**src/hdl/ecm_map.svh**
```systemverilog
// offsets, field positions and constants of the channel monitor bank
`ifndef ECM_MAP_SVH
`define ECM_MAP_SVH

// ************************************************************
// register word indices (byte address is four times the index)
// ************************************************************
`define ECM_IDX_SEND_IN_LVL    6'h1E
`define ECM_IDX_SEND_OUT_LVL   6'h1F
`define ECM_IDX_RECV_IN_LVL    6'h20
`define ECM_IDX_SEND_IN_OFS    6'h21
`define ECM_IDX_SEND_OUT_OFS   6'h22
`define ECM_IDX_ECHO_LVL       6'h23
`define ECM_IDX_NOISE_LVL      6'h24
`define ECM_IDX_RET_LOSS       6'h25
`define ECM_IDX_COMB_LOSS      6'h26
`define ECM_IDX_SUPPR_THR      6'h27
`define ECM_IDX_OVC_HANG       6'h28
`define ECM_IDX_SEND_IN_SMP    6'h29
`define ECM_IDX_SEND_OUT_SMP   6'h2A
`define ECM_IDX_RECV_IN_SMP    6'h2B
`define ECM_IDX_STATE1         6'h2C
`define ECM_IDX_STATE2         6'h2D
`define ECM_IDX_STATE3         6'h2E
`define ECM_IDX_MON_CTL        6'h30
`define ECM_IDX_FLEX_CFG       6'h31

// ************************************************************
// fields, reset values and scale constants
// ************************************************************
`define ECM_CTL_RESET          5'h00
`define ECM_FLEX_RESET         8'h00
`define ECM_FLEX_A_SEL_LSB     0
`define ECM_FLEX_A_EN_BIT      3
`define ECM_FLEX_B_SEL_LSB     4
`define ECM_FLEX_B_EN_BIT      7
`define ECM_LVL_MAX            8'hBF
`define ECM_LVL_ZERO_DBM0      8'hB8
`define ECM_LVL_STEP_6DB       8'h10
`define ECM_LVL_SILENCE        8'h00
`define ECM_RESP_OKAY          2'h0
`define ECM_RESP_SLVERR        2'h2
`define ECM_NCHAN              32

`endif

```
**src/hdl/ecm_pkg.sv**
```systemverilog
// types shared by the channel monitor bank
package ecm_pkg;

    typedef logic [4:0] ecm_chan_t;
    typedef logic [5:0] ecm_idx_t;

    // first state word, bit 7 first
    typedef struct packed {
        logic no_voice_flag;
        logic answer_tone_unprotected_flag;
        logic answer_tone_flag;
        logic answer_tone_phase_rev_flag;
        logic coef_reset_flag;
        logic coef_frozen_flag;
        logic suppressor_active_flag;
        logic path_bypass_flag;
    } ecm_state1_s;

    typedef struct packed {
        logic subtractor_bypass_flag;
        logic doubletalk_flag;
        logic fast_conv_flag; // RL15
        logic conv_stability_flag; // RL15
        logic cc_tone_unprotected_flag; // RL16
        logic cc_tone_level2_flag; // RL16
        logic cc_tone_level1_flag; // RL16
        logic idle_channel_flag; // RL15
    } ecm_state2_s;

    typedef struct packed {
        logic cas_disable_flag;
        logic user_ctl_disable_flag;
        logic user_ctl_fixed_flag;
        logic serial_disable_flag;
        logic serial_suppr_off_flag;
        logic serial_hold_flag;
        logic serial_conv_off_flag;
        logic serial_flex_ctl_flag;
    } ecm_state3_s;

    // one channel's monitor snapshot as delivered by the canceller core
    typedef struct packed {
        logic [7:0]  send_in_level;
        logic [7:0]  send_out_level;
        logic [7:0]  recv_in_level;
        logic [5:0]  send_in_offset;
        logic [5:0]  send_out_offset;
        logic [7:0]  echo_level;
        logic [6:0]  noise_level;
        logic [7:0]  return_loss;
        logic [7:0]  combined_loss;
        logic [7:0]  suppr_threshold;
        logic [3:0]  overcomp_eval;
        logic [3:0]  doubletalk_hangover;
        logic [7:0]  send_in_sample;
        logic [7:0]  send_out_sample;
        logic [7:0]  recv_in_sample;
        ecm_state1_s state1;
        ecm_state2_s state2;
        ecm_state3_s state3;
    } ecm_mon_s;

endpackage

```
**src/hdl/ecm_mon_mem.sv**
```systemverilog
// per-channel snapshot store with a registered read port
`timescale 1ns/100ps

module ecm_mon_mem #(
    parameter int DW    = 8,
    parameter int DEPTH = 32,
    parameter int AW    = 5
) (
    input  wire logic          clk_i,    // core clock
    input  wire logic          rst_n_i,  // async reset, active low
    input  wire logic          we_i,     // write strobe
    input  wire logic [AW-1:0] waddr_i,  // write channel
    input  wire logic [DW-1:0] wdata_i,  // write data
    input  wire logic [AW-1:0] raddr_i,  // read channel
    output logic      [DW-1:0] rdata_o   // registered read data
);

    logic [DW-1:0] mem [DEPTH];
    logic [DW-1:0] rdata_r;

    // array is not reset: a channel reads unknown until first update
    always_ff @(posedge clk_i) begin
        if (we_i) begin
            mem[waddr_i] <= wdata_i;
        end
    end

    always_ff @(posedge clk_i or negedge rst_n_i) begin
        if (!rst_n_i) begin
            rdata_r <= '0;
        end else begin
            rdata_r <= mem[raddr_i];
        end
    end

    assign rdata_o = rdata_r;

endmodule

```
**src/hdl/ecm_flex_pick.sv**
```systemverilog
// picks one bit of a status word onto a registered monitor pin
`timescale 1ns/100ps

module ecm_flex_pick #(
    parameter int W  = 8,
    parameter int SW = 3
) (
    input  wire logic          clk_i,    // core clock
    input  wire logic          rst_n_i,  // async reset, active low
    input  wire logic [W-1:0]  word_i,   // status word
    input  wire logic [SW-1:0] sel_i,    // bit position
    input  wire logic          en_i,     // drive enable
    output logic               pin_o     // registered pin level
);

    logic pin_r;

    always_ff @(posedge clk_i or negedge rst_n_i) begin
        if (!rst_n_i) begin
            pin_r <= 1'b0;
        end else begin
            pin_r <= en_i & word_i[sel_i];
        end
    end

    assign pin_o = pin_r;

endmodule

```
**src/hdl/ecm_regs.sv**
```systemverilog
// channel monitor register bank of the echo canceller, AXI4-Lite slave
// Operation
// RL1: selected channel samples in three read registers
// RL2: level code 191 means plus 3 dBm0
// RL3: sixteen codes per 6 dB level step
// RL4: 184 is 0 dBm0, 0 is silence
// RL5: send input level as 8-bit log code
// RL6: other levels and losses as log codes
// RL7: suppressor threshold as 8-bit log code
// RL8: noise level is 7 bits, top bit unused
// RL9: offsets are 6-bit ones' complement values
// RL10: overcompensation high nibble, hang-over low nibble
// RL11: state word one tone and voice flags
// RL12: state word one coefficient and bypass flags
// RL13: state word two bit 7 subtractor bypass
// RL14: state word two bit 6 double talk
// RL15: fast convergence, stability protection, idle channel
// RL16: continuity tone flags in bits 3..1
// RL17: any state word two bit to pins
// RL18: state word three disable and fixed flags
// RL19: state word three serial control flags
// RL20: readings follow the selected channel number
// RL21: software clears update interrupt after reading; this bank has no update interrupt, a snapshot only updates the store
// RL22: monitor registers read-only, reads change nothing
// RL23: unused offset, noise, state bits read zero
//
// The AXI4-Lite register port was decided locally.
`timescale 1ns/100ps
`include "ecm_map.svh"

module ecm_regs #(
    parameter int NCHAN = `ECM_NCHAN
) (
    input  wire logic             CORE_CLK_I,   // core clock, 50 MHz
    input  wire logic             RST_N_I,      // async reset, active low
    input  wire logic [7:0]       AWADDR_I,     // write address
    input  wire logic             AWVALID_I,    // write address valid
    output logic                  AWREADY_O,    // write address ready
    input  wire logic [31:0]      WDATA_I,      // write data
    input  wire logic [3:0]       WSTRB_I,      // write byte enables
    input  wire logic             WVALID_I,     // write data valid
    output logic                  WREADY_O,     // write data ready
    output logic [1:0]            BRESP_O,      // write response
    output logic                  BVALID_O,     // write response valid
    input  wire logic             BREADY_I,     // write response ready
    input  wire logic [7:0]       ARADDR_I,     // read address
    input  wire logic             ARVALID_I,    // read address valid
    output logic                  ARREADY_O,    // read address ready
    output logic [31:0]           RDATA_O,      // read data
    output logic [1:0]            RRESP_O,      // read response
    output logic                  RVALID_O,     // read data valid
    input  wire logic             RREADY_I,     // read data ready
    input  wire logic             UPD_VALID_I,  // core snapshot strobe
    input  wire ecm_pkg::ecm_chan_t UPD_CHAN_I, // channel of snapshot
    input  wire ecm_pkg::ecm_mon_s  UPD_DATA_I, // snapshot contents
    output logic                  FLEX_MON_A_O, // flex monitor pin a
    output logic                  FLEX_MON_B_O  // flex monitor pin b
);
    import ecm_pkg::*;

    // ************************************************************
    // control registers
    // ************************************************************
    ecm_chan_t   sel_r;
    logic [7:0]  flex_cfg_r;
    ecm_mon_s    mem_q;
    ecm_mon_s    view;

    // ************************************************************
    // write channel
    // ************************************************************
    logic        aw_hold_r;
    logic        w_hold_r;
    logic        aw_hold_nxt;
    logic        w_hold_nxt;
    logic        awready_r;
    logic        wready_r;
    logic        bvalid_r;
    logic [1:0]  bresp_r;
    ecm_idx_t    wr_idx_r;
    logic [31:0] wdata_r;
    logic [3:0]  wstrb_r;
    logic        do_write;
    logic        wr_ok;

    assign do_write = aw_hold_r & w_hold_r & ~bvalid_r;

    always_comb begin
        aw_hold_nxt = aw_hold_r;
        w_hold_nxt  = w_hold_r;
        if (do_write) begin
            aw_hold_nxt = 1'b0;
            w_hold_nxt  = 1'b0;
        end else begin
            if (AWVALID_I & awready_r) begin
                aw_hold_nxt = 1'b1;
            end
            if (WVALID_I & wready_r) begin
                w_hold_nxt = 1'b1;
            end
        end
    end

    always_ff @(posedge CORE_CLK_I or negedge RST_N_I) begin
        if (!RST_N_I) begin
            aw_hold_r <= 1'b0;
            w_hold_r  <= 1'b0;
            awready_r <= 1'b0;
            wready_r  <= 1'b0;
        end else begin
            aw_hold_r <= aw_hold_nxt;
            w_hold_r  <= w_hold_nxt;
            awready_r <= ~aw_hold_nxt;
            wready_r  <= ~w_hold_nxt;
        end
    end

    always_ff @(posedge CORE_CLK_I or negedge RST_N_I) begin
        if (!RST_N_I) begin
            wr_idx_r <= '0;
            wdata_r  <= '0;
            wstrb_r  <= '0;
        end else begin
            if (AWVALID_I & awready_r) begin
                wr_idx_r <= AWADDR_I[7:2];
            end
            if (WVALID_I & wready_r) begin
                wdata_r <= WDATA_I;
                wstrb_r <= WSTRB_I;
            end
        end
    end

    // monitor words accept a write harmlessly, the two control words store it; anything else unmapped
    always_comb begin
        wr_ok = (wr_idx_r >= `ECM_IDX_SEND_IN_LVL &&
                 wr_idx_r <= `ECM_IDX_STATE3) ||
                wr_idx_r == `ECM_IDX_MON_CTL ||
                wr_idx_r == `ECM_IDX_FLEX_CFG;
    end

    always_ff @(posedge CORE_CLK_I or negedge RST_N_I) begin
        if (!RST_N_I) begin
            bvalid_r <= 1'b0;
            bresp_r  <= `ECM_RESP_OKAY;
        end else if (do_write) begin
            bvalid_r <= 1'b1;
            bresp_r  <= wr_ok ? `ECM_RESP_OKAY : `ECM_RESP_SLVERR;
        end else if (BREADY_I) begin
            bvalid_r <= 1'b0;
        end
    end

    // only the two control words store; monitor words drop the data
    always_ff @(posedge CORE_CLK_I or negedge RST_N_I) begin
        if (!RST_N_I) begin
            sel_r      <= `ECM_CTL_RESET;
            flex_cfg_r <= `ECM_FLEX_RESET;
        end else if (do_write & wstrb_r[0]) begin // RL22
            if (wr_idx_r == `ECM_IDX_MON_CTL) begin
                sel_r <= wdata_r[4:0]; // RL20
            end
            if (wr_idx_r == `ECM_IDX_FLEX_CFG) begin
                flex_cfg_r <= wdata_r[7:0]; // RL17
            end
        end
    end

    // ************************************************************
    // snapshot store, read at the selected channel
    // ************************************************************
    ecm_mon_mem #(
        .DW    ($bits(ecm_mon_s)),
        .DEPTH (NCHAN),
        .AW    ($bits(ecm_chan_t))
    ) u_mem (
        .clk_i   (CORE_CLK_I),
        .rst_n_i (RST_N_I),
        .we_i    (UPD_VALID_I),
        .waddr_i (UPD_CHAN_I),
        .wdata_i (UPD_DATA_I),
        .raddr_i (sel_r), // RL20
        .rdata_o (mem_q)
    );

    // codes above the top of the scale cannot be valid readings
    function automatic logic [7:0] lvl_sat(input logic [7:0] c);
        lvl_sat = (c > `ECM_LVL_MAX) ? `ECM_LVL_MAX : c;
    endfunction

    // zero passes through untouched: it is the silence code
    always_comb begin
        view                 = mem_q;
        view.send_in_level   = lvl_sat(mem_q.send_in_level); // RL5 RL2 RL4
        view.send_out_level  = lvl_sat(mem_q.send_out_level); // RL6 RL3
        view.recv_in_level   = lvl_sat(mem_q.recv_in_level); // RL6
        view.echo_level      = lvl_sat(mem_q.echo_level); // RL6
        view.return_loss     = lvl_sat(mem_q.return_loss); // RL6
        view.combined_loss   = lvl_sat(mem_q.combined_loss); // RL6
        view.suppr_threshold = lvl_sat(mem_q.suppr_threshold); // RL7
    end

    // ************************************************************
    // read channel
    // ************************************************************
    logic        arready_r;
    logic        rvalid_r;
    logic [31:0] rdata_r;
    logic [1:0]  rresp_r;
    logic [31:0] rd_mux;
    logic        rd_ok;
    logic        ar_take;
    ecm_idx_t    ar_idx;
    ecm_idx_t    rd_idx_r;

    assign ar_take = ARVALID_I & arready_r;
    assign ar_idx  = ARADDR_I[7:2];

    always_comb begin
        rd_mux = 32'h0000_0000;
        rd_ok  = 1'b1;
        case (ar_idx)
            `ECM_IDX_SEND_IN_LVL:  rd_mux[7:0] = view.send_in_level; // RL5
            `ECM_IDX_SEND_OUT_LVL: rd_mux[7:0] = view.send_out_level; // RL6
            `ECM_IDX_RECV_IN_LVL:  rd_mux[7:0] = view.recv_in_level; // RL6
            `ECM_IDX_SEND_IN_OFS:  rd_mux[5:0] = view.send_in_offset; // RL9
            `ECM_IDX_SEND_OUT_OFS: rd_mux[5:0] = view.send_out_offset; // RL9
            `ECM_IDX_ECHO_LVL:     rd_mux[7:0] = view.echo_level; // RL6
            `ECM_IDX_NOISE_LVL:    rd_mux[6:0] = view.noise_level; // RL8
            `ECM_IDX_RET_LOSS:     rd_mux[7:0] = view.return_loss; // RL6
            `ECM_IDX_COMB_LOSS:    rd_mux[7:0] = view.combined_loss; // RL6
            `ECM_IDX_SUPPR_THR:    rd_mux[7:0] = view.suppr_threshold; // RL7
            `ECM_IDX_OVC_HANG: begin
                rd_mux[7:4] = view.overcomp_eval; // RL10
                rd_mux[3:0] = view.doubletalk_hangover; // RL10
            end
            `ECM_IDX_SEND_IN_SMP:  rd_mux[7:0] = view.send_in_sample; // RL1
            `ECM_IDX_SEND_OUT_SMP: rd_mux[7:0] = view.send_out_sample; // RL1
            `ECM_IDX_RECV_IN_SMP:  rd_mux[7:0] = view.recv_in_sample; // RL1
            `ECM_IDX_STATE1:       rd_mux[7:0] = view.state1; // RL11 RL12
            `ECM_IDX_STATE2:       rd_mux[7:0] = view.state2; // RL13 RL14
            `ECM_IDX_STATE3:       rd_mux[7:0] = view.state3; // RL18 RL19
            `ECM_IDX_MON_CTL:      rd_mux[4:0] = sel_r;
            `ECM_IDX_FLEX_CFG:     rd_mux[7:0] = flex_cfg_r;
            default:               rd_ok = 1'b0;
        endcase
    end

    // reading is pure observation: nothing here feeds back into state
    always_ff @(posedge CORE_CLK_I or negedge RST_N_I) begin
        if (!RST_N_I) begin
            arready_r <= 1'b0;
            rvalid_r  <= 1'b0;
            rdata_r   <= 32'h0000_0000;
            rresp_r   <= `ECM_RESP_OKAY;
            rd_idx_r  <= '0;
        end else begin
            arready_r <= ~(ar_take | (rvalid_r & ~RREADY_I));
            if (ar_take) begin
                rvalid_r <= 1'b1;
                rdata_r  <= rd_mux; // RL22 RL23
                rresp_r  <= rd_ok ? `ECM_RESP_OKAY : `ECM_RESP_SLVERR;
                rd_idx_r <= ar_idx;
            end else if (RREADY_I) begin
                rvalid_r <= 1'b0;
            end
        end
    end

    // ************************************************************
    // flex monitor pins
    // ************************************************************
    ecm_flex_pick #(.W(8), .SW(3)) u_flex_a (
        .clk_i   (CORE_CLK_I),
        .rst_n_i (RST_N_I),
        .word_i  (mem_q.state2), // RL17
        .sel_i   (flex_cfg_r[`ECM_FLEX_A_SEL_LSB +: 3]),
        .en_i    (flex_cfg_r[`ECM_FLEX_A_EN_BIT]),
        .pin_o   (FLEX_MON_A_O)
    );

    ecm_flex_pick #(.W(8), .SW(3)) u_flex_b (
        .clk_i   (CORE_CLK_I),
        .rst_n_i (RST_N_I),
        .word_i  (mem_q.state2), // RL17
        .sel_i   (flex_cfg_r[`ECM_FLEX_B_SEL_LSB +: 3]),
        .en_i    (flex_cfg_r[`ECM_FLEX_B_EN_BIT]),
        .pin_o   (FLEX_MON_B_O)
    );

    assign AWREADY_O = awready_r;
    assign WREADY_O  = wready_r;
    assign BVALID_O  = bvalid_r;
    assign BRESP_O   = bresp_r;
    assign ARREADY_O = arready_r;
    assign RVALID_O  = rvalid_r;
    assign RDATA_O   = rdata_r;
    assign RRESP_O   = rresp_r;
endmodule

```
**config.mk**
```make
export PLATFORM = sky130hd
export DESIGN_NAME = ecm_regs
export DESIGN_NICKNAME = d
export VERILOG_FILES = /design/src/hdl/ecm_pkg.sv /design/src/hdl/ecm_mon_mem.sv /design/src/hdl/ecm_flex_pick.sv /design/src/hdl/ecm_regs.sv
export VERILOG_INCLUDE_DIRS = /design/src /design/src/hdl
export SDC_FILE = /design/constraint.sdc
export NUM_CORES = 2
export LEC_CHECK = 0
export BUFFER_PORTS_ARGS = -buffer_cell sky130_fd_sc_hd__buf_2
export CORE_MARGIN = 4
export CORE_UTILIZATION = 30
export CTS_CLUSTER_DIAMETER = 30
export DETAILED_ROUTE_END_ITERATION = 7
export GPL_TIMING_DRIVEN = 0
export SYNTH_ARGS = -nofsm -noshare
export SYNTH_HDL_FRONTEND = slang
export SYNTH_MEMORY_MAX_BITS = 65536
export SYNTH_SLANG_ARGS = --single-unit
```
**constraint.sdc**
```tcl
create_clock -name CORE_CLK_I -period 4.1 [get_ports CORE_CLK_I]
set_clock_uncertainty 0.1 [all_clocks]
set_input_delay 0.615 -clock CORE_CLK_I [delete_from_list [all_inputs] [get_ports CORE_CLK_I]]
set_output_delay 0.615 -clock CORE_CLK_I [all_outputs]
set_load 0.02 [all_outputs]
```
# ---- Word level (Yosys, flattened, before mapping)
# Memories as Yosys holds them, arrays and structs flattened. A register that Yosys moved wholly into a read port is not among the register bits.
# Index checks and enable logic that the tools add are counted.
dict set report classes {
  order_cmp 11
  n_eq_ne 21
  n_mux 28
  bitwise_logic 15
  reduce_logical 9
}
# op n
set ops {}
lappend ops {{$eq 6x6->1 const B} 19}
lappend ops {{$pmux 5 s19} 1}
lappend ops {{$gt 8x8->1 const B} 7}
lappend ops {{$mux 8} 7}
lappend ops {{$reduce_or 19->1} 1}
lappend ops {{$pmux 1 s18} 1}
lappend ops {{$pmux 1 s16} 1}
lappend ops {{$pmux 1 s15} 1}
lappend ops {{$mux 1} 13}
lappend ops {{$eq 6x5->1 const B} 2}
lappend ops {{$and 1x1->1} 9}
lappend ops {{$lt 3x4->1 const B} 2}
lappend ops {{$bmux 1 s3} 2}
lappend ops {{$ge 6x5->1 const B} 1}
lappend ops {{$le 6x6->1 const B} 1}
lappend ops {{$not 1->1} 5}
lappend ops {{$mux 2} 2}
lappend ops {{$reduce_and 2->1} 2}
lappend ops {{$reduce_bool 2->1} 2}
lappend ops {{$logic_or 1x1->1} 2}
lappend ops {{$logic_and 1x1->1} 1}
lappend ops {{$logic_not 1->1} 1}
lappend ops {{$or 1x1->1} 1}
dict set report word_totals {
  reg_bits 49
  ramBits 4192
  inputBits 196
  out_inout_bits 43
  word_cells 102
  memories 1
}
# name depth word_bits read_ports rd_ports_with_merged_regs wr line
set memory_table {}
lappend memory_table {u_mem.mem 32 131 1 1 1 ecm_mon_mem.sv:18} ;# logic [DW-1:0] mem [DEPTH];

# ---- Logic depth before layout (Yosys ltp)
dict set report logic_depth {
  word_depth 5
  mapped_depth 9
  ltp_nobuf 6
}

# ---- Cells and area by module
# From an unflattened synthesis, not the netlist that was laid out.
dict set report hier_totals {
  cells_unflattened 7080
  area_unflattened_um2 163196.5
}
# module instances cells_per_inst area_each_um2 seq_area_each_um2
set by_module_without_submodules {}
lappend by_module_without_submodules {ecm_mon_mem 1 6717 159834.5 129158.9}
lappend by_module_without_submodules {ecm_regs 1 347 3169.3 1126.1}
lappend by_module_without_submodules {ecm_flex_pick 2 8 96.3 25.0}

# ---- Worst setup path after synthesis
# No wires, ideal clock.
dict set report synth_path {
  path_type {input port to flip-flop}
  start {input port UPD_CHAN_I[1]}
  end {memory u_mem.mem[12][0] (netlist bit), enable pin}
  setup_ps 623
  t_arrival_ps 6720
  required_time_ps 3377
  path_slack_ps -3343
  stages 3
  n_path_buf 1
  cell_sequence {or3b_2 > clkbuf_1 > nor2_1}
}
# element line
set synth_rtl {}
lappend synth_rtl {{from (decl)} ecm_regs.sv:54} ;# input wire ecm_pkg::ecm_chan_t UPD_CHAN_I,
lappend synth_rtl {{to (decl)} ecm_mon_mem.sv:18}
# Straight into the memory's write port.

==> metrics.yaml <==
synth:
  netlist.area_leader.share_pct: 76.0
  syn_area_mm2: 0.166
  yosys.area.top_type: "edfxtp_1"
  synthArstFlopShare_pct: 4.07
  synth_cell_types: 53
  seq_area_frac_synth_pct: 78.7
  ys_ff_latch: 4370
  synth_area_leaders: "edfxtp_1 76%, mux4_2 16%, dfrtp_1 2.7%, mux2i_1 1.6%, a22oi_1 0.65%"
  synth_cells: 6794
  synth_edf_count: 4192
  yosys_most_used_dff: "edfxtp_1"
  ys_warn_count: 0
  avgSynthCellArea_um2: 24.4
drt:
  drtPass1Iterations: 8
  totalWireLength_mm: 454
  drc: 0
  num_vias: 80700
  viasPerCell: 5.05
  wl_per_cell_um: 28.4
  drtIter0Drc: 10300
  ant_nets: 0
placed_design:
  dpl.hpwl_mm: 297
  gp_congestion: 0.843
  pre_cts_ws_ns: -0.523
  numPortBuffers: 179
setup_path:
  crit_top_cell: "buf_2"
  path_cells: "buf_2 -> buf_2 -> clkbuf_2 -> buf_16 -> buf_2 -> mux2i_1 -> a22oi_1 -> o21a_1"
  crit_type: "flip-flop to flip-flop"
  critPathMaxStageDelay_ns: 0.81
  crit_family: "buffers and inverters"
  cp.arrival_ns: 4.94
  r2r_slack_ns: -0.03
  slowest_stage: "clkbuf_2"
  crit_buf_inv: 5
  crit_path_start_kind: "flip-flop"
  crit_required_ns: 4.91
  crit_fanout: 10
  crit_path_end_kind: "flip-flop"
timing:
  fin_ws_ns: -0.0284
  fin_setup_tns_ns: -0.0348
  post-route-min-period_ns: 4.13
  slew_viol_final: 0
  max_clock_freq_mhz: 242
  max_slew_margin_pct: 4.59
  hold_violations: 0
  setup_violations: 2
  tightest_slew_ns: 1.43
  rsz0062_at_grt: "false"
  fin_crit_sh_pct: 101
clock_tree:
  clock_sinks: 4370
  clk_path_buf_depth: 4
  numCtsBuffers: 713
  cts.htree.levels: 6
  cts_setup_buffers: 0
  worstSkewPairLatency_ns: 1.06
  clk_pin_slew_ns: 0.06
  cts_tree: "yes"
  cts-root-buf: "clkbuf_16"
global_routing:
  gr-total-overflow: 0
  first_global_vias: 83400
  grt_util_all_layers_pct: 15.8
  antenna_found_initial: 97
  grt_max_degree: 111
  grt_pass1_wl_mm: 638
outcome:
  run_status: "finished with violations"
  violations: "setup timing"
floorplan:
  die_area_mm2: 0.564
  die_w_um: 751
  rows: 272
  chipHeight_um: 751
  io_pins: 239
  core-area_mm2: 0.549
  start_util_pct: 30.1
final_layout:
  syn_to_final_growth_pct: 25.1
  drive_gt1_share_pct: 34.7
  fin_nets: 8268
worst_hold_path:
  min_path_type: "input pin to flip-flop"
power_and_ir_drop:
  power.leakage_uw: 0.0639
  pwr_density_cell_mw_per_mm2: 633
  ir_drop_mv: 0.486
job:
  cap_violations: 0
-- layer usage --
layer | part of all wire, % | up-vias | track usage (%)
met1 | 40 | 43600 | 20.9
met5 | 0.080 | - | 0
li1 | - | 32200 | -
met2 | 49 | 3938 | 25.7
met4 | 3.3 | 62 | 5.46
met3 | 8.3 | 876 | 3.31
-- cells by family (layout without fill, tap and decap cells) --
family	Yosys count	after routing	share of synthesized area (%)
AND/OR/NAND/NOR	174	174	0.538
AO/OA/AOI/OAI	370	370	1.60
buffers and inverters	387	2252	1.13
XOR/XNOR	1	1	0.00529
other	1	70	0.00227
flip-flops	4370	4370	78.7
multiplexers	1491	1491	18.0
-- state kept, by name, indices dropped and copies added (netlist names), 5 cells and up --
| signal | count |
|---|---|
| u_mem.mem | 4192 |
| u_mem.rdata_o | 131 |
| RDATA_O | 8 |
| flex_cfg_r | 8 |
| wdata_r | 8 |
| wr_idx_r | 6 |
| sel_r | 5 |
-- worst min-delay path: cells and delay by family --
| kind | cells | cell delay [ns] |
|---|---|---|
| AOI/OAI and AO/OA | 2 | 0.32 |
| and+or+nand+nor | 1 | 0.23 |
| buffers and inverters | 1 | 0.11 |
-- Yosys cell counts, types with 8 or more instances --
cell,instances
edfxtp_1,4192
mux4_2,1184
mux2i_1,271
dfrtp_1,178
a22oi_1,143
clkbuf_1,138
o21a_1,136
buf_2,112
buf_1,64
nor2_1,61
buf_4,57
o21ai_0,53
mux2_2,36
nand2_1,28
nand3_1,15
and2_1,11
a21oi_1,10
nand4_1,10
nor3_1,9
buf_6,8
inv_1,8
nor2b_1,8
-- repair_timing --
action	4_1_cts	5_1_grt
hold buffers	153	0
pin swaps	0	0
setup endpoints to repair	114	14
gates resized for setup	11	9
endpoints found under the hold margin	4234	0
-- cells in the final DEF, fill, tap and decap left out, drive strengths merged, types with 5 or more instances in the layout --
cell type / netlist / layout
dlygate4sd3: 0 / 153
a22oi: 143 / 143
nor2b: 8 / 8
edfxtp: 4192 / 4192
inv: 8 / 95
a32oi: 5 / 5
nand4: 10 / 10
mux2: 36 / 36
clkinvlp: 0 / 81
dfrtp: 178 / 178
conb: 1 / 26
nor2: 61 / 61
nand3b: 6 / 6
a21oi: 10 / 10
and2: 11 / 11
nor3: 9 / 9
mux2i: 271 / 271
buf: 241 / 623
nand3: 15 / 15
clkbuf: 138 / 938
nand2: 28 / 28
mux4: 1184 / 1184
o21ai: 53 / 53
o21a: 136 / 136
bufinv: 0 / 107
diode: 0 / 44
clkinv: 0 / 254
-- where the power goes --
group,switching [uW],total [uW],leakage (uW),internal [uW]
registers,970,51300,0.0399,50400
logic,10500,18100,0.0119,7650
clock network,22100,61700,0.0121,39600
total,33500,131000,0.0639,97600
-- cell type report --
type	instances	area [um2]
plain buffers	377	1870
fillers	48700	342000
diodes	44	110
clock inverters	529	6890
multi-input cells	2062	33700
flip-flops and latches	4370	130000
inverters	8	30.0
repair buffers	540	6720
clock buffers	798	18400
well taps	7261	9080
-- through the flow --
step	cell area (um2)	std cells	total power (uW)	util [%]	hold WS [ns]
floorplan	166000	6819	62600	-	0.219
global placement	176000	14300	70000	32.0	0.393
detailed placement	180000	14500	70300	32.8	0.373
CTS	207000	15900	132000	37.7	0.0245
global route	207000	16000	135000	37.7	0.118
finish	207000	16000	131000	37.7	0.166
-- worst paths after layout --
| kind | from | to | cells after the start |
|---|---|---|---|
| max in group asynchronous | RST_N_I | wdata_r[6] | 4 |
| hold reg to reg | BRESP_O[1] | BRESP_O[1] | 2 |
| hold / removal | ARADDR_I[5] | RDATA_O[6] | 4 |
| setup / recovery | sel_r[3] | u_mem.rdata_o[42] | 8 |
| setup reg to reg | sel_r[3] | u_mem.rdata_o[42] | 8 |
| min in group asynchronous | RST_N_I | u_mem.rdata_o[58] | 3 |
(Power assumes the default switching activity.)
